[config.mk]
export PLATFORM = sky130hd
export DESIGN_NAME = i2c_ctrl
export DESIGN_NICKNAME = d
export VERILOG_FILES = /design/src/design/i2c_ctrl_pkg.sv /design/src/design/i2c_ctrl.sv
export SDC_FILE = /design/constraint.sdc
export NUM_CORES = 1
export LEC_CHECK = 0
export ABC_AREA = 1
export ABC_CLOCK_PERIOD_IN_PS = 6200
export BUFFER_PORTS_ARGS = -buffer_cell sky130_fd_sc_hd__buf_2
export CAP_MARGIN = 0
export CORE_MARGIN = 4
export CORE_UTILIZATION = 33
export DETAILED_ROUTE_END_ITERATION = 7
export HOLD_SLACK_MARGIN = 0.15
export SYNTH_ARGS = -nofsm -noshare
export SYNTH_HDL_FRONTEND = slang
export SYNTH_SLANG_ARGS = --single-unit
[constraint.sdc]
create_clock -name clk -period 6.2 [get_ports clk]
set_input_delay 1.24 -clock clk [delete_from_list [all_inputs] [get_ports clk]]
set_output_delay 1.24 -clock clk [all_outputs]
set_load 0.005 [all_outputs]
[src/design/i2c_ctrl_pkg.sv]
// Constants, register map and state type of the two-wire bus controller.
// Assumes a 100 MHz system clock and a 100 kHz bus clock.
`default_nettype none

package i2c_ctrl_pkg;

  // ****************************************
  // Register map (byte addresses)
  // ****************************************
  localparam logic [7:0] ADDR_CON  = 8'h00;
  localparam logic [7:0] ADDR_TXD  = 8'h04;
  localparam logic [7:0] ADDR_RXD  = 8'h08;
  localparam logic [7:0] ADDR_STAT = 8'h0c;

  // ****************************************
  // Control register fields
  // ****************************************
  localparam int BIT_EN    = 15;
  localparam int BIT_SIDL  = 13;
  localparam int BIT_REL   = 12;
  localparam int BIT_IPMI  = 11;
  localparam int BIT_A10   = 10;
  localparam int BIT_SLW   = 9;
  localparam int BIT_SM    = 8;
  localparam int BIT_GC    = 7;
  localparam int BIT_STR   = 6;
  localparam int BIT_ACK_VALUE = 5;
  localparam int BIT_ACK_SEQUENCE_GO = 4;
  localparam int BIT_RECEIVE_GO  = 3;
  localparam int BIT_PEN   = 2;
  localparam int BIT_RESTART_GO  = 1;
  localparam int BIT_SEN   = 0;
  localparam logic [15:0] CON_RESET = 16'h1000;
  localparam logic [15:0] CON_WMASK = 16'hbfff;
  localparam logic [4:0]  GO_MASK   = 5'h1f;

  // ****************************************
  // Status register fields
  // ****************************************
  localparam int STAT_BUSY  = 0;
  localparam int STAT_NACK  = 1;
  localparam int STAT_RXV   = 2;
  localparam int STAT_RXF   = 3;
  localparam int STAT_TXB   = 4;
  localparam int STAT_PINS  = 5;

  // ****************************************
  // Timing
  // ****************************************
  localparam int CLK_PERIOD_NS = 10;
  localparam int BIT_PERIOD_NS = 10000;
  localparam int QUARTER_CYC   = BIT_PERIOD_NS / (4 * CLK_PERIOD_NS);
  localparam int STRAP_SYNC    = 2;

  typedef enum logic [2:0] {
    ST_IDLE, ST_START, ST_RESTART, ST_STOP, ST_TX, ST_RX, ST_ACK
  } eng_state_t;

endpackage

`default_nettype wire

[src/design/i2c_ctrl.sv]
// Two-wire bus master controller with APB register access.
// Assumes external pull-ups on all bus pins; the bench resolves the wires.
// Functional notes
// Bus pins fixed, not remappable.
// Config bit 0 routes to alternate pins.
// Master opens with a Start condition.
// Send address and bytes, check acknowledge.
// Repeated Start, then read address, acknowledged.
// Receive enable clocks in slave bytes.
// Drive ACK or NACK after each byte.
// Master ends with a Stop condition.
// Enable bit hands pins to serial port.
// Stop-in-idle halts module in Idle.
// Release bit clear holds clock low.
// Release writable per stretch mode, hardware clears.
// Command bits self-clear when action completes.
//
// Decided for this implementation: the APB slave port and the placing of the registers.
`default_nettype none

module i2c_ctrl #(
  parameter int QUARTER = i2c_ctrl_pkg::QUARTER_CYC
) (
  input  wire logic        clk,
  input  wire logic        nrst,
  input  wire logic        psel,
  input  wire logic        penable,
  input  wire logic        pwrite,
  input  wire logic [7:0]  paddr,
  input  wire logic [31:0] pwdata,
  output logic      [31:0] prdata,
  output logic             pready,
  output logic             pslverr,
  input  wire logic        idle_mode,
  input  wire logic        slave_tx_begin,
  input  wire logic        alt_pin_select_cfg,
  output logic             pins_serial,
  input  wire logic        scl_i,
  output logic             scl_o,
  output logic             scl_oe,
  input  wire logic        sda_i,
  output logic             sda_o,
  output logic             sda_oe,
  input  wire logic        alt_clock_pin_i,
  output logic             alt_clock_pin_o,
  output logic             alt_clock_pin_oe,
  input  wire logic        alt_data_pin_i,
  output logic             alt_data_pin_o,
  output logic             alt_data_pin_oe
);

  localparam logic [15:0] QM1 = 16'(QUARTER - 1);

  // ****************************************
  // Helpers
  // ****************************************
  function automatic logic [1:0] last_phase(input i2c_ctrl_pkg::eng_state_t s);
    case (s)
      i2c_ctrl_pkg::ST_START: last_phase = 2'd2;
      i2c_ctrl_pkg::ST_STOP:  last_phase = 2'd2;
      default:                last_phase = 2'd3;
    endcase
  endfunction

  function automatic logic [3:0] last_bit(input i2c_ctrl_pkg::eng_state_t s);
    case (s)
      i2c_ctrl_pkg::ST_TX: last_bit = 4'd8;
      i2c_ctrl_pkg::ST_RX: last_bit = 4'd7;
      default:             last_bit = 4'd0;
    endcase
  endfunction

  i2c_ctrl_pkg::eng_state_t state_r;
  logic [15:0] con_r, con_nxt;
  logic [15:0] qcnt_r;
  logic [1:0]  phase_r;
  logic [3:0]  bitn_r;
  logic [7:0]  shift_r, txd_r;
  logic        tx_req_r, nack_r;
  logic        scl_drv_r, sda_drv_r, scl_nxt, sda_nxt;
  logic        scl_m_r, scl_s_r, sda_m_r, sda_s_r;
  logic [1:0]  strap_r;
  logic [1:0]  strap_cnt_r;
  logic        alt_sel_r;
  logic [7:0]  buf_mem [0:1];
  logic        buf_wp_r, buf_rp_r;
  logic [1:0]  buf_cnt_r;

  // ****************************************
  // APB slave
  // ****************************************
  logic en, halt, wr, rd_setup, mapped, busy_st, wait_scl, tick, op_done;
  logic buf_in_ready, buf_out_valid, buf_pop, push;

  assign en       = con_r[i2c_ctrl_pkg::BIT_EN];
  assign halt     = con_r[i2c_ctrl_pkg::BIT_SIDL] & idle_mode;
  assign wr       = psel & penable & pwrite;
  assign rd_setup = psel & ~penable & ~pwrite;
  assign mapped   = (paddr == i2c_ctrl_pkg::ADDR_CON) ||
                    (paddr == i2c_ctrl_pkg::ADDR_TXD) ||
                    (paddr == i2c_ctrl_pkg::ADDR_RXD) ||
                    (paddr == i2c_ctrl_pkg::ADDR_STAT);
  assign pready   = 1'b1;
  assign pslverr  = psel & penable & ~mapped;
  assign buf_pop  = psel & penable & ~pwrite &
                    (paddr == i2c_ctrl_pkg::ADDR_RXD) & buf_out_valid;

  always_ff @(posedge clk or negedge nrst) begin
    if (!nrst) begin
      prdata <= 32'h0000_0000;
    end else if (rd_setup) begin
      case (paddr)
        i2c_ctrl_pkg::ADDR_CON:  prdata <= {16'h0000, con_r};
        i2c_ctrl_pkg::ADDR_TXD:  prdata <= {24'h000000, txd_r};
        i2c_ctrl_pkg::ADDR_RXD:  prdata <= {24'h000000,
                                            buf_mem[buf_rp_r]};
        i2c_ctrl_pkg::ADDR_STAT: begin
          prdata <= 32'h0000_0000;
          prdata[i2c_ctrl_pkg::STAT_BUSY] <= busy_st;
          prdata[i2c_ctrl_pkg::STAT_NACK] <= nack_r;
          prdata[i2c_ctrl_pkg::STAT_RXV]  <= buf_out_valid;
          prdata[i2c_ctrl_pkg::STAT_RXF]  <= ~buf_in_ready;
          prdata[i2c_ctrl_pkg::STAT_TXB]  <= tx_req_r |
                                (state_r == i2c_ctrl_pkg::ST_TX);
          prdata[i2c_ctrl_pkg::STAT_PINS] <= en;
        end
        default: prdata <= 32'h0000_0000;
      endcase
    end
  end

  // ****************************************
  // Control register
  // ****************************************
  always_comb begin
    con_nxt = con_r;
    if (op_done) begin
      case (state_r)
        i2c_ctrl_pkg::ST_START:   con_nxt[i2c_ctrl_pkg::BIT_SEN]   = 1'b0;
        i2c_ctrl_pkg::ST_RESTART: con_nxt[i2c_ctrl_pkg::BIT_RESTART_GO]  = 1'b0;
        i2c_ctrl_pkg::ST_STOP:    con_nxt[i2c_ctrl_pkg::BIT_PEN]   = 1'b0;
        i2c_ctrl_pkg::ST_RX:      con_nxt[i2c_ctrl_pkg::BIT_RECEIVE_GO]  = 1'b0;
        i2c_ctrl_pkg::ST_ACK:     con_nxt[i2c_ctrl_pkg::BIT_ACK_SEQUENCE_GO] = 1'b0;
        default: ;
      endcase
    end
    if (!en) begin
      con_nxt[4:0] = ~i2c_ctrl_pkg::GO_MASK & con_nxt[4:0];
    end
    if (slave_tx_begin) begin
      con_nxt[i2c_ctrl_pkg::BIT_REL] = 1'b0;
    end
    if (wr && paddr == i2c_ctrl_pkg::ADDR_CON) begin
      con_nxt = {con_nxt[15:13] & 3'b010, con_nxt[12], 12'h000} |
                (pwdata[15:0] & i2c_ctrl_pkg::CON_WMASK &
                 ~(16'h1 << i2c_ctrl_pkg::BIT_REL));
      // Without stretching only a 1 may be written to release
      if (con_r[i2c_ctrl_pkg::BIT_STR] ||
          pwdata[i2c_ctrl_pkg::BIT_REL]) begin
        con_nxt[i2c_ctrl_pkg::BIT_REL] = pwdata[i2c_ctrl_pkg::BIT_REL];
      end
    end
  end

  always_ff @(posedge clk or negedge nrst) begin
    if (!nrst) begin
      con_r <= i2c_ctrl_pkg::CON_RESET;
    end else begin
      con_r <= con_nxt;
    end
  end

  always_ff @(posedge clk or negedge nrst) begin
    if (!nrst) begin
      txd_r    <= 8'h00;
      tx_req_r <= 1'b0;
    end else begin
      if (state_r == i2c_ctrl_pkg::ST_IDLE && tx_req_r && en && !halt &&
          con_r[4:0] == 5'h00) begin
        tx_req_r <= 1'b0;
      end else if (!en) begin
        tx_req_r <= 1'b0;
      end
      if (wr && paddr == i2c_ctrl_pkg::ADDR_TXD && !tx_req_r &&
          state_r != i2c_ctrl_pkg::ST_TX) begin
        txd_r    <= pwdata[7:0];
        tx_req_r <= 1'b1;
      end
    end
  end

  // ****************************************
  // Pin routing and input synchronisers
  // ****************************************
  always_ff @(posedge clk or negedge nrst) begin
    if (!nrst) begin
      strap_r     <= 2'b11;
      strap_cnt_r <= 2'd0;
      alt_sel_r   <= 1'b1;
    end else begin
      strap_r <= {strap_r[0], alt_pin_select_cfg};
      if (strap_cnt_r != 2'(i2c_ctrl_pkg::STRAP_SYNC + 1)) begin
        strap_cnt_r <= strap_cnt_r + 2'd1;
        alt_sel_r   <= strap_r[1];
      end
    end
  end

  always_ff @(posedge clk or negedge nrst) begin
    if (!nrst) begin
      scl_m_r <= 1'b1;
      scl_s_r <= 1'b1;
      sda_m_r <= 1'b1;
      sda_s_r <= 1'b1;
    end else begin
      scl_m_r <= alt_sel_r ? scl_i : alt_clock_pin_i;
      scl_s_r <= scl_m_r;
      sda_m_r <= alt_sel_r ? sda_i : alt_data_pin_i;
      sda_s_r <= sda_m_r;
    end
  end

  logic scl_low, sda_low;
  // Slave clock stretch holds the clock low while release is clear
  assign scl_low = en & (scl_drv_r | ~con_r[i2c_ctrl_pkg::BIT_REL]);
  assign sda_low = en & sda_drv_r;
  // Fixed pin pairs; only the config bit can move them
  assign scl_oe           = scl_low & alt_sel_r;
  assign sda_oe           = sda_low & alt_sel_r;
  assign alt_clock_pin_oe = scl_low & ~alt_sel_r;
  assign alt_data_pin_oe  = sda_low & ~alt_sel_r;
  assign scl_o            = 1'b0;
  assign sda_o            = 1'b0;
  assign alt_clock_pin_o  = 1'b0;
  assign alt_data_pin_o   = 1'b0;
  assign pins_serial      = en;

  // ****************************************
  // Two-entry receive buffer
  // ****************************************
  assign buf_in_ready  = (buf_cnt_r != 2'd2);
  assign buf_out_valid = (buf_cnt_r != 2'd0);
  assign push = op_done & (state_r == i2c_ctrl_pkg::ST_RX);

  always_ff @(posedge clk or negedge nrst) begin
    if (!nrst) begin
      buf_wp_r   <= 1'b0;
      buf_rp_r   <= 1'b0;
      buf_cnt_r  <= 2'd0;
      buf_mem[0] <= 8'h00;
      buf_mem[1] <= 8'h00;
    end else begin
      if (push) begin
        buf_mem[buf_wp_r] <= shift_r;
        buf_wp_r          <= ~buf_wp_r;
      end
      if (buf_pop) begin
        buf_rp_r <= ~buf_rp_r;
      end
      buf_cnt_r <= buf_cnt_r + {1'b0, push} - {1'b0, buf_pop};
    end
  end

  // ****************************************
  // Bus engine
  // ****************************************
  assign busy_st  = (state_r != i2c_ctrl_pkg::ST_IDLE);
  assign wait_scl = ~scl_drv_r & ~scl_s_r;
  assign tick     = busy_st & ~halt & ~wait_scl & (qcnt_r == QM1);
  assign op_done  = tick & (phase_r == last_phase(state_r)) &
                    (bitn_r == last_bit(state_r));

  always_comb begin
    scl_nxt = 1'b0;
    sda_nxt = 1'b0;
    case (state_r)
      i2c_ctrl_pkg::ST_START: begin
        scl_nxt = (phase_r == 2'd2);
        sda_nxt = (phase_r != 2'd0);
      end
      i2c_ctrl_pkg::ST_RESTART: begin
        scl_nxt = (phase_r == 2'd0) || (phase_r == 2'd3);
        sda_nxt = (phase_r >= 2'd2);
      end
      i2c_ctrl_pkg::ST_STOP: begin
        scl_nxt = (phase_r == 2'd0);
        sda_nxt = (phase_r != 2'd2);
      end
      i2c_ctrl_pkg::ST_TX: begin
        scl_nxt = (phase_r == 2'd0) || (phase_r == 2'd3);
        sda_nxt = (bitn_r != 4'd8) && !shift_r[7];
      end
      i2c_ctrl_pkg::ST_RX: begin
        scl_nxt = (phase_r == 2'd0) || (phase_r == 2'd3);
        sda_nxt = 1'b0;
      end
      i2c_ctrl_pkg::ST_ACK: begin
        scl_nxt = (phase_r == 2'd0) || (phase_r == 2'd3);
        sda_nxt = ~con_r[i2c_ctrl_pkg::BIT_ACK_VALUE];
      end
      default: begin
        scl_nxt = scl_drv_r;
        sda_nxt = sda_drv_r;
      end
    endcase
  end

  always_ff @(posedge clk or negedge nrst) begin
    if (!nrst) begin
      scl_drv_r <= 1'b0;
      sda_drv_r <= 1'b0;
    end else if (!en) begin
      scl_drv_r <= 1'b0;
      sda_drv_r <= 1'b0;
    end else begin
      scl_drv_r <= scl_nxt;
      sda_drv_r <= sda_nxt;
    end
  end

  always_ff @(posedge clk or negedge nrst) begin
    if (!nrst) begin
      qcnt_r <= 16'h0000;
    end else if (!busy_st || tick) begin
      qcnt_r <= 16'h0000;
    end else if (!halt && !wait_scl) begin
      qcnt_r <= qcnt_r + 16'h0001;
    end
  end

  always_ff @(posedge clk or negedge nrst) begin
    if (!nrst) begin
      state_r <= i2c_ctrl_pkg::ST_IDLE;
      phase_r <= 2'd0;
      bitn_r  <= 4'd0;
      shift_r <= 8'h00;
      nack_r  <= 1'b0;
    end else if (!en) begin
      state_r <= i2c_ctrl_pkg::ST_IDLE;
      phase_r <= 2'd0;
      bitn_r  <= 4'd0;
    end else if (!busy_st) begin
      phase_r <= 2'd0;
      bitn_r  <= 4'd0;
      if (!halt) begin
        if (con_r[i2c_ctrl_pkg::BIT_SEN]) begin
          state_r <= i2c_ctrl_pkg::ST_START;
        end else if (con_r[i2c_ctrl_pkg::BIT_RESTART_GO]) begin
          state_r <= i2c_ctrl_pkg::ST_RESTART;
        end else if (con_r[i2c_ctrl_pkg::BIT_PEN]) begin
          state_r <= i2c_ctrl_pkg::ST_STOP;
        end else if (con_r[i2c_ctrl_pkg::BIT_RECEIVE_GO]) begin
          if (buf_in_ready) begin
            state_r <= i2c_ctrl_pkg::ST_RX;
          end
        end else if (con_r[i2c_ctrl_pkg::BIT_ACK_SEQUENCE_GO]) begin
          state_r <= i2c_ctrl_pkg::ST_ACK;
        end else if (tx_req_r) begin
          state_r <= i2c_ctrl_pkg::ST_TX;
          shift_r <= txd_r;
        end
      end
    end else if (tick) begin
      if (phase_r == 2'd2 && state_r == i2c_ctrl_pkg::ST_RX) begin
        shift_r <= {shift_r[6:0], sda_s_r};
      end
      if (phase_r == 2'd2 && state_r == i2c_ctrl_pkg::ST_TX &&
          bitn_r == 4'd8) begin
        nack_r <= sda_s_r;
      end
      if (phase_r == 2'd3 && state_r == i2c_ctrl_pkg::ST_TX) begin
        shift_r <= {shift_r[6:0], 1'b0};
      end
      if (op_done) begin
        state_r <= i2c_ctrl_pkg::ST_IDLE;
        phase_r <= 2'd0;
      end else if (phase_r == last_phase(state_r)) begin
        phase_r <= 2'd0;
        bitn_r  <= bitn_r + 4'd1;
      end else begin
        phase_r <= phase_r + 2'd1;
      end
    end
  end
endmodule

`default_nettype wire

==> insert_results.sql, run 1 <==
INSERT INTO impl_metrics (metric_group, metric, value, unit) VALUES
('placed_design', 'place_ws', '2820', 'ps'),
('synthesis', 'synthesis.instances', '717', ''),
('synthesis', 'synth_edf_count', '0', ''),
('clocking', 'cts.repair.resized', '0', ''),
('sta', 'layout_worst_path_cycle_share', '0.519', ''),
('synthesis', 'post_synth_instance_area', '5670', 'um2'),
('sta', 'setup_violations', '0', ''),
('clocking', 'cts_tree', 'built', ''),
('clocking', 'worstSkewPairLatency', '360', 'ps'),
('finish', 'fill_cells', '1769', ''),
('drt', 'drtIter0Drc', '364', ''),
('sta', 'maxClockFrequency', '311', 'MHz'),
('power_and_ir_drop', 'p_comb_frac', '0.042', ''),
('synthesis', 'ys_types', '46', ''),
('placed_design', 'dp_hpwl', '10000', 'um'),
('synthesis', 'synth_ff_type', 'sky130_fd_sc_hd__dfrtp_1', ''),
('clocking', 'clk_path_buf_depth', '2', ''),
('die', 'die_footprint', '19300', 'um2'),
('power_and_ir_drop', 'switching_share', '0.242', ''),
('setup_path', 'required', '4960', 'ps'),
('finish', 'final_layout_size_suffix_gt1_frac', '0.148', ''),
('finish', 'mostFrequentLayoutCell', 'sky130_fd_sc_hd__nand2_1', ''),
('sta', 'actual_transition_at_the_worst_max_transition_pin', '703', 'ps'),
('grt', 'first_global_vias', '4368', ''),
('sta', 'timing.final.crit_period', '3220', 'ps'),
('power_and_ir_drop', 'irDropWorstVdd', '0.000130', 'V'),
('clocking', 'clock-root-buffer', 'sky130_fd_sc_hd__clkbuf_16', ''),
('drt', 'routed_vias', '4663', ''),
('clocking', 'ctsHtreeMaxLevel', '3', ''),
('sta', 'timing_hold_violations_final', '0', ''),
('sta', 'final_critical_path_setup_slack', '2980', 'ps'),
('power_and_ir_drop', 'p_switching', '0.316', 'mW'),
('drt', 'via_per_inst', '4.71', ''),
('clocking', 'cts.reportedPaths.clkPinSlew', '70', 'ps'),
('die', 'initial_utilization', '0.339', ''),
('die', 'floorplan.core_area', '16700', 'um2'),
('sta', 'unrepaired_setup_endpoints_after_global_routing', 'no', ''),
('finish', 'fin_nets', '826', ''),
('synthesis', 'synth_seq_area_share', '0.461', ''),
('synthesis', 'mean_area_per_synthesized_cell', '7.91', 'um2'),
('power_and_ir_drop', 'power.share.clock', '0.430', ''),
('die', 'rows', '47', ''),
('placed_design', 'routabilityCongestion', '0.815', ''),
('setup_path', 'worst-setup-path-type', 'primary input to output port', ''),
('drt', 'drtAntennaViolNets', '0', ''),
('clocking', 'postCtsSetupRepairBufs', '0', ''),
('clocking', 'cts_hold_buf', '0', ''),
('synthesis', 'yosys_warnings', '0', ''),
('finish', 'layout_common_cells', '200 x sky130_fd_sc_hd__nand2_1, 96 x sky130_fd_sc_hd__dfrtp_1, 68 x sky130_fd_sc_hd__inv_1', ''),
('die', 'die_h', '139', 'um'),
('drt', 'wl_per_cell', '13.7', 'um'),
('power_and_ir_drop', 'power_leakage', '3.08', 'nW'),
('grt', 'grt_start_max_net_pins', '56', ''),
('power_and_ir_drop', 'p_per_area', '207', 'nW/um2'),
('finish', 'multi_input_area', '2540', 'um2'),
('power_and_ir_drop', 'power.share.sequential', '0.528', ''),
('sta', 'fin_setup_tns', '0', 'ps'),
('run_status', 'outcome', 'finished, final reports clean', ''),
('finish', 'layout-area-overhead-vs-synth', '11.4', '%'),
('placed_design', 'i_o_buffers', '55', ''),
('power_and_ir_drop', 'design_power_total', '1.30', 'mW'),
('die', 'io-pin-count', '95', ''),
('drt', 'drc', '0', ''),
('grt', 'grt_first_pass_wirelength', '22200', 'um'),
('synthesis', 'synth-async-reset-ratio', '1.00', ''),
('synthesis', 'synth.top_cells.by_area', 'sky130_fd_sc_hd__dfrtp_1 42%, sky130_fd_sc_hd__nand2_1 13%, sky130_fd_sc_hd__o21ai_0 4.8%', ''),
('synthesis', 'synth-seq-cells', '104', ''),
('grt', 'antenna_found_initial', '0', ''),
('finish', 'antenna_cells', '0', ''),
('drt', 'drt_pre_antenna_iters', '4', ''),
('setup_path', 'critPathLaunchType', 'primary input', '');
[final timing paths]
path                       slack [ps]  cells after the start           end       start
min in group asynchronous         900                      1    qcnt_r[15]        nrst
min reg2reg                       360                      0    strap_r[1]  strap_r[0]
max reg2reg                      3640                     13  buf_cnt_r[1]  state_r[0]
min                               360                      0    strap_r[1]  strap_r[0]
max                              2980                      8       pslverr    paddr[7]
max in group asynchronous        4150                      2     prdata[3]        nrst
[Yosys cell counts (all sizes together) (2+ instances only)]
library cell  instances
nand2               208
o21ai                65
o31ai                 8
inv                  76
xnor2                 2
nand4                25
ha                    9
a31oi                 2
nor4                  2
buf                  33
xor2                  5
nor3                 14
dfrtp                96
a211oi                4
clkbuf                7
a21oi                17
dfstp                 8
conb                  2
nor2                 71
clkinv                3
mux2i                 4
nand3                46
[worst max-delay path: stages]
cell and delay [ps]:
sky130_fd_sc_hd__buf_2 90, sky130_fd_sc_hd__nor2_1 90, sky130_fd_sc_hd__nand2_1 140, sky130_fd_sc_hd__inv_1 130, sky130_fd_sc_hd__nand2_1 60, sky130_fd_sc_hd__nand3_1 70
sky130_fd_sc_hd__inv_1 40, sky130_fd_sc_hd__buf_2 120
[stage by stage]
step,instances,utilization,cell area [um2],hold WS [ps]
6_report,990,0.378,6320,357
5_1_grt,990,0.378,6320,362
4_1_cts,990,0.378,6320,359
3_5_place_dp,974,0.361,6030,348
3_3_place_gp,974,0.361,6030,346
2_1_floorplan,737,-,5740,345
[power by group through the flow]
stage / logic (mW) / clock network [mW] / registers, mW
finish: 0.0547 / 0.561 / 0.689
global route: 0.0634 / 0.606 / 0.689
CTS: 0.0561 / 0.578 / 0.689
detailed placement: 0.0560 / 0 / 0.702
global placement: 0.0557 / 0 / 0.702
floorplan: 0.0326 / 0 / 0.700
[registers in the layout, summed over array words and instances (netlist names), 2 cells and up]
signal and cells:
qcnt_r 16, phase_r 2, con_r 15, buf_mem 16, strap_cnt_r 2, prdata 15, shift_r 8, state_r 3
strap_r 2, buf_cnt_r 2, bitn_r 4, txd_r 8
[logic make-up (layout without fill, tap and decap cells)]
family | count (synthesis) | in the layout | share of synthesized area
AO/OA/AOI/OAI | 101 | 101 | 0.0976
XOR/XNOR | 7 | 7 | 0.0108
adder cells (fa/ha/maj) | 9 | 9 | 0.0199
buffers and inverters | 119 | 152 | 0.103
flip-flops | 104 | 104 | 0.461
multiplexers | 5 | 5 | 0.00905
other | 2 | 22 | 0.00132
AND/OR/NAND/NOR | 370 | 370 | 0.297
[routing by layer]
layer,vias to the layer above,wire (um),track usage
met5,-,0,0
li1,2384,-,-
met2,108,5870,0.210
met4,0,270,0.0530
met1,2152,6720,0.203
met3,19,666,0.0297
[area by class of cell]
class | count | area share
Clock inverter | 6 | 0.00792
Inverter | 79 | 0.0477
Clock buffer | 10 | 0.0378
Multi-Input combinational cell | 514 | 0.403
Timing Repair Buffer | 57 | 0.0464
Tap cell | 220 | 0.0436
Sequential cell | 104 | 0.414
Note: power is estimated with default switching activity, not from simulation.
==> run 2: changes to the inputs <==
--- a/config.mk
+++ b/config.mk
@@ -6,7 +6,7 @@
 export NUM_CORES = 1
 export LEC_CHECK = 0
 export ABC_AREA = 1
-export ABC_CLOCK_PERIOD_IN_PS = 6200
+export ABC_CLOCK_PERIOD_IN_PS = 3300
 export BUFFER_PORTS_ARGS = -buffer_cell sky130_fd_sc_hd__buf_2
 export CAP_MARGIN = 0
 export CORE_MARGIN = 4
==> constraint.sdc (replaced) <==
create_clock -name clk -period 3.3 [get_ports clk]
set_input_delay 0.66 -clock clk [delete_from_list [all_inputs] [get_ports clk]]
set_output_delay 0.66 -clock clk [all_outputs]
set_load 0.005 [all_outputs]
==> run 2 against run 1 <==
Count of clock-buffer cells in the layout increased by 2. Die area stayed put. Core utilization rose by 0.46 points. Power rose by 98%. Final area up 1.2%. Non-clock buffer count grew 4. Combinational power is 92% higher. Final cell count rose by 0.40%. Clock power up 110%. Critical endpoint is now alt_clock_pin_oe. Largest cell class unchanged.
==> insert_results.sql, run 2 (same netlist as run 1, synthesis figures left out) <==
INSERT INTO impl_metrics (metric_group, metric, value, unit) VALUES
('finish', 'mostFrequentLayoutCell', 'sky130_fd_sc_hd__nand2_1', ''),
('drt', 'routed_vias', '4699', ''),
('hold_path', 'min_path_type', 'primary input to async pin', ''),
('die', 'rows', '47', ''),
('die', 'initial_utilization', '0.339', ''),
('grt', 'grt_start_max_net_pins', '57', ''),
('finish', 'antenna_cells', '0', ''),
('clocking', 'numCtsBuffers', '9', ''),
('drt', 'drc', '0', ''),
('finish', 'multi_input_area', '2540', 'um2'),
('sta', 'fin_setup_tns', '0', 'ps'),
('clocking', 'cts_tree', 'built', ''),
('grt', 'antenna_found_initial', '0', ''),
('finish', 'fin_nets', '830', ''),
('clocking', 'worstSkewPairLatency', '360', 'ps'),
('placed_design', 'dp_hpwl', '10100', 'um'),
('setup_path', 'worst_path_arrival', '1740', 'ps'),
('grt', 'grt.overflow.total', '0', ''),
('setup_path', 'critical_path.reg2reg.startpoint', 'state_r[0]', ''),
('setup_path', 'critPathCaptureType', 'output port', ''),
('setup_path', 'worstPathMaxFanout', '13', ''),
('finish', 'sequential_cell_area', '2610', 'um2'),
('run_status', 'outcome', 'finished, final reports clean', ''),
('die', 'die_outline_width', '139', 'um'),
('placed_design', 'post-place-cells', '978', ''),
('drt', 'detail_route.wirelength', '13700', 'um'),
('drt', 'drtIter0Drc', '336', ''),
('sta', 'actual_transition_at_the_worst_max_transition_pin', '663', 'ps'),
('placed_design', 'routabilityCongestion', '0.863', ''),
('finish', 'final_layout_size_suffix_gt1_frac', '0.150', ''),
('sta', 'timing.final.crit_period', '2400', 'ps'),
('grt', 'gr-usage-all-layers', '0.145', ''),
('power_and_ir_drop', 'irDropWorstVdd', '0.000240', 'V'),
('clocking', 'cts.repair.resized', '0', ''),
('sta', 'slew_violations', '0', ''),
('clocking', 'clock-root-buffer', 'sky130_fd_sc_hd__clkbuf_16', ''),
('sta', 'max_slew_margin', '0.553', ''),
('sta', 'fin_skew', '13.4', 'ps'),
('drt', 'via_per_inst', '4.73', ''),
('clocking', 'clk_path_buf_depth', '2', ''),
('setup_path', 'worst-setup-path-type', 'flip-flop to output port', ''),
('die', 'die_footprint', '19300', 'um2'),
('finish', 'layout-area-overhead-vs-synth', '12.8', '%'),
('clocking', 'ctsHtreeMaxLevel', '3', ''),
('drt', 'drtAntennaViolNets', '0', ''),
('clocking', 'cts.reportedPaths.clkPinSlew', '70', 'ps'),
('setup_path', 'worst_setup_path_startpoint', 'con_r[15]', ''),
('sta', 'timing_hold_violations_final', '0', ''),
('flow_run', 'cap_violations', '0', ''),
('grt', 'first_global_vias', '4390', ''),
('die', 'io-pin-count', '95', ''),
('setup_path', 'critPathLaunchType', 'flip-flop', ''),
('power_and_ir_drop', 'p_per_area', '403', 'nW/um2'),
('clocking', 'cts_hold_buf', '0', ''),
('finish', 'fill_cells', '1754', ''),
('sta', 'layout_worst_path_cycle_share', '0.726', ''),
('drt', 'wl_per_cell', '13.8', 'um'),
('setup_path', 'required', '2640', 'ps'),
('clocking', 'tritoncts_num_sinks', '104', ''),
('sta', 'unrepaired_setup_endpoints_after_global_routing', 'no', ''),
('grt', 'grt_first_pass_wirelength', '22700', 'um'),
('die', 'die_h', '139', 'um'),
('die', 'floorplan.core_area', '16700', 'um2'),
('placed_design', 'i_o_buffers', '55', ''),
('drt', 'drt_pre_antenna_iters', '5', ''),
('power_and_ir_drop', 'power_leakage', '3.12', 'nW'),
('sta', 'maxClockFrequency', '417', 'MHz'),
('finish', 'post_route_non_filler_standard_cell_count', '994', ''),
('clocking', 'postCtsSetupRepairBufs', '0', ''),
('finish', 'layout_common_cells', '200 x sky130_fd_sc_hd__nand2_1, 96 x sky130_fd_sc_hd__dfrtp_1, 68 x sky130_fd_sc_hd__inv_1', ''),
('sta', 'setup_violations', '0', ''),
('finish', 'layout_top_registers', 'buf_mem x16, qcnt_r x16', '');
[run 2: cell type report]
type,count,area share
Tap cell,220,0.0431
Sequential cell,104,0.409
Inverter,79,0.0472
Multi-Input combinational cell,514,0.398
Clock inverter,4,0.0119
Clock buffer,12,0.0386
Timing Repair Buffer,61,0.0525
[run 2: per-layer routing]
layer,vias to the layer above,part of all wire,global-route usage
li1,2385,-,-
met1,2170,0.48,0.205
met2,124,0.45,0.223
met3,20,0.052,0.0255
met4,0,0.019,0.0561
met5,-,0,0
[run 2: final timing paths]
kind                                     to  slack, ps  cells past startpoint
hold / removal                   qcnt_r[11]        320                      1
min in group clk                    scl_s_r        360                      0
setup / recovery           alt_clock_pin_oe        900                      3
max in group asynchronous           sda_s_r       2240                      2
setup reg to reg               buf_cnt_r[1]        910                     13
hold reg to reg                     scl_s_r        360                      0
[run 2: metrics by stage]
step | setup slack [ps] | util | power [mW] | cell area, um2 | hold slack, ps
after detailed placement | 705 | 0.363 | 1.43 | 6070 | 347
after floorplan | 1020 | - | 1.38 | 5740 | 345
after global placement | 751 | 0.363 | 1.43 | 6070 | 347
after global routing | 674 | 0.383 | 2.67 | 6390 | 358
final | 904 | 0.383 | 2.58 | 6390 | 321
after CTS | 908 | 0.383 | 2.60 | 6390 | 350
[run 2: critical path, cell delays in order, from the launching register on]
cell and delay (ps):
sky130_fd_sc_hd__dfrtp_1 670, sky130_fd_sc_hd__o21ai_0 410, sky130_fd_sc_hd__nor2_1 170, sky130_fd_sc_hd__buf_2 130
[run 2: report_power, final]
part           switching (mW)  internal [mW]  total (mW)  leakage [nW]
logic                  0.0754         0.0294       0.105          1.60
clock network           0.490          0.690        1.18         0.153
registers             0.00702           1.29        1.29          1.37
==> run 3: changes to the inputs <==
--- a/config.mk
+++ b/config.mk
@@ -6,7 +6,7 @@
 export NUM_CORES = 1
 export LEC_CHECK = 0
 export ABC_AREA = 1
-export ABC_CLOCK_PERIOD_IN_PS = 3300
+export ABC_CLOCK_PERIOD_IN_PS = 2250
 export BUFFER_PORTS_ARGS = -buffer_cell sky130_fd_sc_hd__buf_2
 export CAP_MARGIN = 0
 export CORE_MARGIN = 4
==> constraint.sdc (replaced) <==
create_clock -name clk -period 2.25 [get_ports clk]
set_input_delay 0.45 -clock clk [delete_from_list [all_inputs] [get_ports clk]]
set_output_delay 0.45 -clock clk [all_outputs]
set_load 0.005 [all_outputs]
==> run 3 against run 2 <==
Combinational power rose by 59%. Worst setup slack got worse by 750 ps. Sequential share of layout area fell by 0.92 points. Non-clock buffer count rose by 18. Core utilization rose by 0.90 points. Final cell count rose by 1.8%. Sequential power rose by 47%. Wire length rose by 1.7%. Count of clock-buffer cells in the layout fell by 1. Via count rose by 1.0%. First-iteration DRC count fell by 12%. Critical path type is now flip-flop to flip-flop.
==> insert_results.sql, run 3 (same netlist as run 1, synthesis figures left out) <==
INSERT INTO impl_metrics (metric_group, metric, value, unit) VALUES
('run_status', 'outcome', 'finished, final reports clean', ''),
('finish', 'layout-area-overhead-vs-synth', '15.4', '%'),
('drt', 'via_per_inst', '4.69', ''),
('drt', 'drtAntennaViolNets', '0', ''),
('placed_design', 'i_o_buffers', '55', ''),
('power_and_ir_drop', 'power_leakage', '3.20', 'nW'),
('clocking', 'numCtsBuffers', '9', ''),
('clocking', 'ctsHtreeMaxLevel', '3', ''),
('setup_path', 'critPathLaunchType', 'flip-flop', ''),
('sta', 'unrepaired_setup_endpoints_after_global_routing', 'yes', ''),
('clocking', 'clk_path_buf_depth', '2', ''),
('setup_path', 'critPathCaptureType', 'flip-flop', ''),
('flow_run', 'cap_violations', '0', ''),
('sta', 'layout_worst_path_cycle_share', '0.933', ''),
('drt', 'routed_vias', '4748', ''),
('drt', 'drt_pre_antenna_iters', '5', ''),
('grt', 'gr-usage-all-layers', '0.147', ''),
('die', 'rows', '47', ''),
('drt', 'wl_per_cell', '13.8', 'um'),
('placed_design', 'post-place-cells', '993', ''),
('setup_path', 'worst_path_arrival', '2340', 'ps'),
('grt', 'first_global_vias', '4376', ''),
('grt', 'antenna_found_initial', '0', ''),
('sta', 'slew_violations', '0', ''),
('hold_path', 'min_path_type', 'primary input to flip-flop', ''),
('sta', 'setup_violations', '0', ''),
('finish', 'mostFrequentLayoutCell', 'sky130_fd_sc_hd__nand2_1', ''),
('setup_path', 'required', '2490', 'ps'),
('finish', 'fill_cells', '1768', ''),
('die', 'floorplan.core_area', '16700', 'um2'),
('setup_path', 'worst-setup-path-type', 'flip-flop to flip-flop', ''),
('finish', 'fin_nets', '848', ''),
('clocking', 'tritoncts_num_sinks', '104', ''),
('drt', 'detail_route.wirelength', '13900', 'um'),
('clocking', 'worstSkewPairLatency', '360', 'ps'),
('die', 'die_footprint', '19300', 'um2'),
('die', 'die_h', '139', 'um'),
('sta', 'fin_skew', '11.5', 'ps'),
('setup_path', 'worstRegToRegCells', '13', ''),
('setup_path', 'worstPathMaxFanout', '4', ''),
('drt', 'drc', '0', ''),
('finish', 'final_layout_size_suffix_gt1_frac', '0.174', ''),
('die', 'initial_utilization', '0.339', ''),
('grt', 'grt_util_met1', '0.217', ''),
('sta', 'fin_setup_tns', '0', 'ps'),
('sta', 'max_slew_margin', '0.557', ''),
('hold_path', 'number_of_cells_on_the_worst_hold_path', '1', ''),
('clocking', 'clock-root-buffer', 'sky130_fd_sc_hd__clkbuf_16', ''),
('finish', 'antenna_cells', '0', ''),
('placed_design', 'dp_hpwl', '10400', 'um'),
('sta', 'actual_transition_at_the_worst_max_transition_pin', '663', 'ps'),
('die', 'die_outline_width', '139', 'um'),
('finish', 'post_route_non_filler_standard_cell_count', '1012', ''),
('sta', 'maxClockFrequency', '476', 'MHz'),
('drt', 'drtIter0Drc', '295', ''),
('finish', 'layout_common_cells', '200 x sky130_fd_sc_hd__nand2_1, 95 x sky130_fd_sc_hd__dfrtp_1, 68 x sky130_fd_sc_hd__inv_1', ''),
('setup_path', 'worst-r2r-setup-slack', '150', 'ps'),
('grt', 'grt_start_max_net_pins', '39', ''),
('clocking', 'cts_tree', 'built', ''),
('die', 'io-pin-count', '95', ''),
('grt', 'layer_carrying_the_most_global_route_usage', 'met1', ''),
('grt', 'groute.layer.met3.usage', '0.0321', ''),
('power_and_ir_drop', 'p_per_area', '567', 'nW/um2'),
('finish', 'layout_top_registers', 'buf_mem x16, qcnt_r x16', ''),
('grt', 'grt_use_met2', '0.212', ''),
('sta', 'timing.final.crit_period', '2100', 'ps'),
('clocking', 'cts.reportedPaths.clkPinSlew', '70', 'ps'),
('placed_design', 'routabilityCongestion', '0.855', ''),
('sta', 'timing_hold_violations_final', '0', ''),
('grt', 'grt.overflow.total', '0', ''),
('grt', 'grt_first_pass_wirelength', '22800', 'um'),
('power_and_ir_drop', 'irDropWorstVdd', '0.000359', 'V');
run 3: changes by cell type in the layout (fill, tap and decap cells not counted), sizes merged:
| cell | delta |
|---|---|
| buf | +17 |
| bufinv | -1 |
| clkbuf | -1 |
| clkinv | +1 |
| dlygate4sd3 | +1 |
| inv | +1 |
run 3: routing by layer:
metal	vias to the layer above	routed length (um)
li1	2430	-
met1	2195	7050
met2	109	6020
met3	14	648
met4	0	214
met5	-	0
run 3: where the power goes:
| group | leakage [nW] | switching, mW | internal [mW] |
|---|---|---|---|
| Clock | 0.147 | 0.737 | 0.905 |
| Sequential | 1.37 | 0.00982 | 1.89 |
| Combinational | 1.69 | 0.113 | 0.0536 |
run 3: critical path, cell delays in order (launching register included):
cell,delay (ps)
sky130_fd_sc_hd__dfrtp_1,420
sky130_fd_sc_hd__inv_1,70
sky130_fd_sc_hd__ha_1,170
sky130_fd_sc_hd__nand4_1,140
sky130_fd_sc_hd__nor2_2,170
sky130_fd_sc_hd__nand3_2,130
sky130_fd_sc_hd__nor2_4,120
sky130_fd_sc_hd__nand3_1,100
sky130_fd_sc_hd__nand2_1,110
sky130_fd_sc_hd__nand2_1,60
sky130_fd_sc_hd__ha_1,180
sky130_fd_sc_hd__xor2_1,150
sky130_fd_sc_hd__nand3b_1,120
sky130_fd_sc_hd__nand2_1,50
run 3: final cells by class:
cell class | instances | area [um2] | share of cell area
repair buffers | 79 | 485 | 0.0742
inverters | 79 | 302 | 0.0461
clock inverters | 5 | 63.8 | 0.00975
flip-flops and latches | 104 | 2610 | 0.400
clock buffers | 11 | 243 | 0.0371
multi-input cells | 514 | 2560 | 0.391
well taps | 220 | 275 | 0.0421
run 3: through the flow:
step / hold slack [ps] / total power [mW] / setup slack, ps / cell area (um2) / utilization
CTS: 174 / 3.76 / 26.6 / 6510 / 0.390
finish: 194 / 3.71 / 151 / 6540 / 0.392
floorplan: 154 / 2.02 / 128 / 5740 / -
detailed placement: 351 / 2.10 / 67.2 / 6190 / 0.371
global placement: 346 / 2.10 / 93.7 / 6190 / 0.371
global route: 175 / 3.88 / -85.4 / 6540 / 0.392
run 3: path summary, 6_finish.rpt:
kind | from | endpoint
max | qcnt_r[1] | buf_cnt_r[1]
min | alt_pin_select_cfg | strap_r[0]
max reg2reg | qcnt_r[1] | buf_cnt_r[1]
min reg2reg | strap_r[0] | strap_r[1]
max in group asynchronous | nrst | con_r[12]
min in group asynchronous | nrst | strap_cnt_r[0]
run 3: timing repair:
action | 4_1_cts | 5_1_grt
endpoints found under the setup margin | 0 | 9
buffers inserted | 0 | 2
hold buffers | 1 | 0
endpoints found under the hold margin | 29 | 0
gates resized for setup | 0 | 5
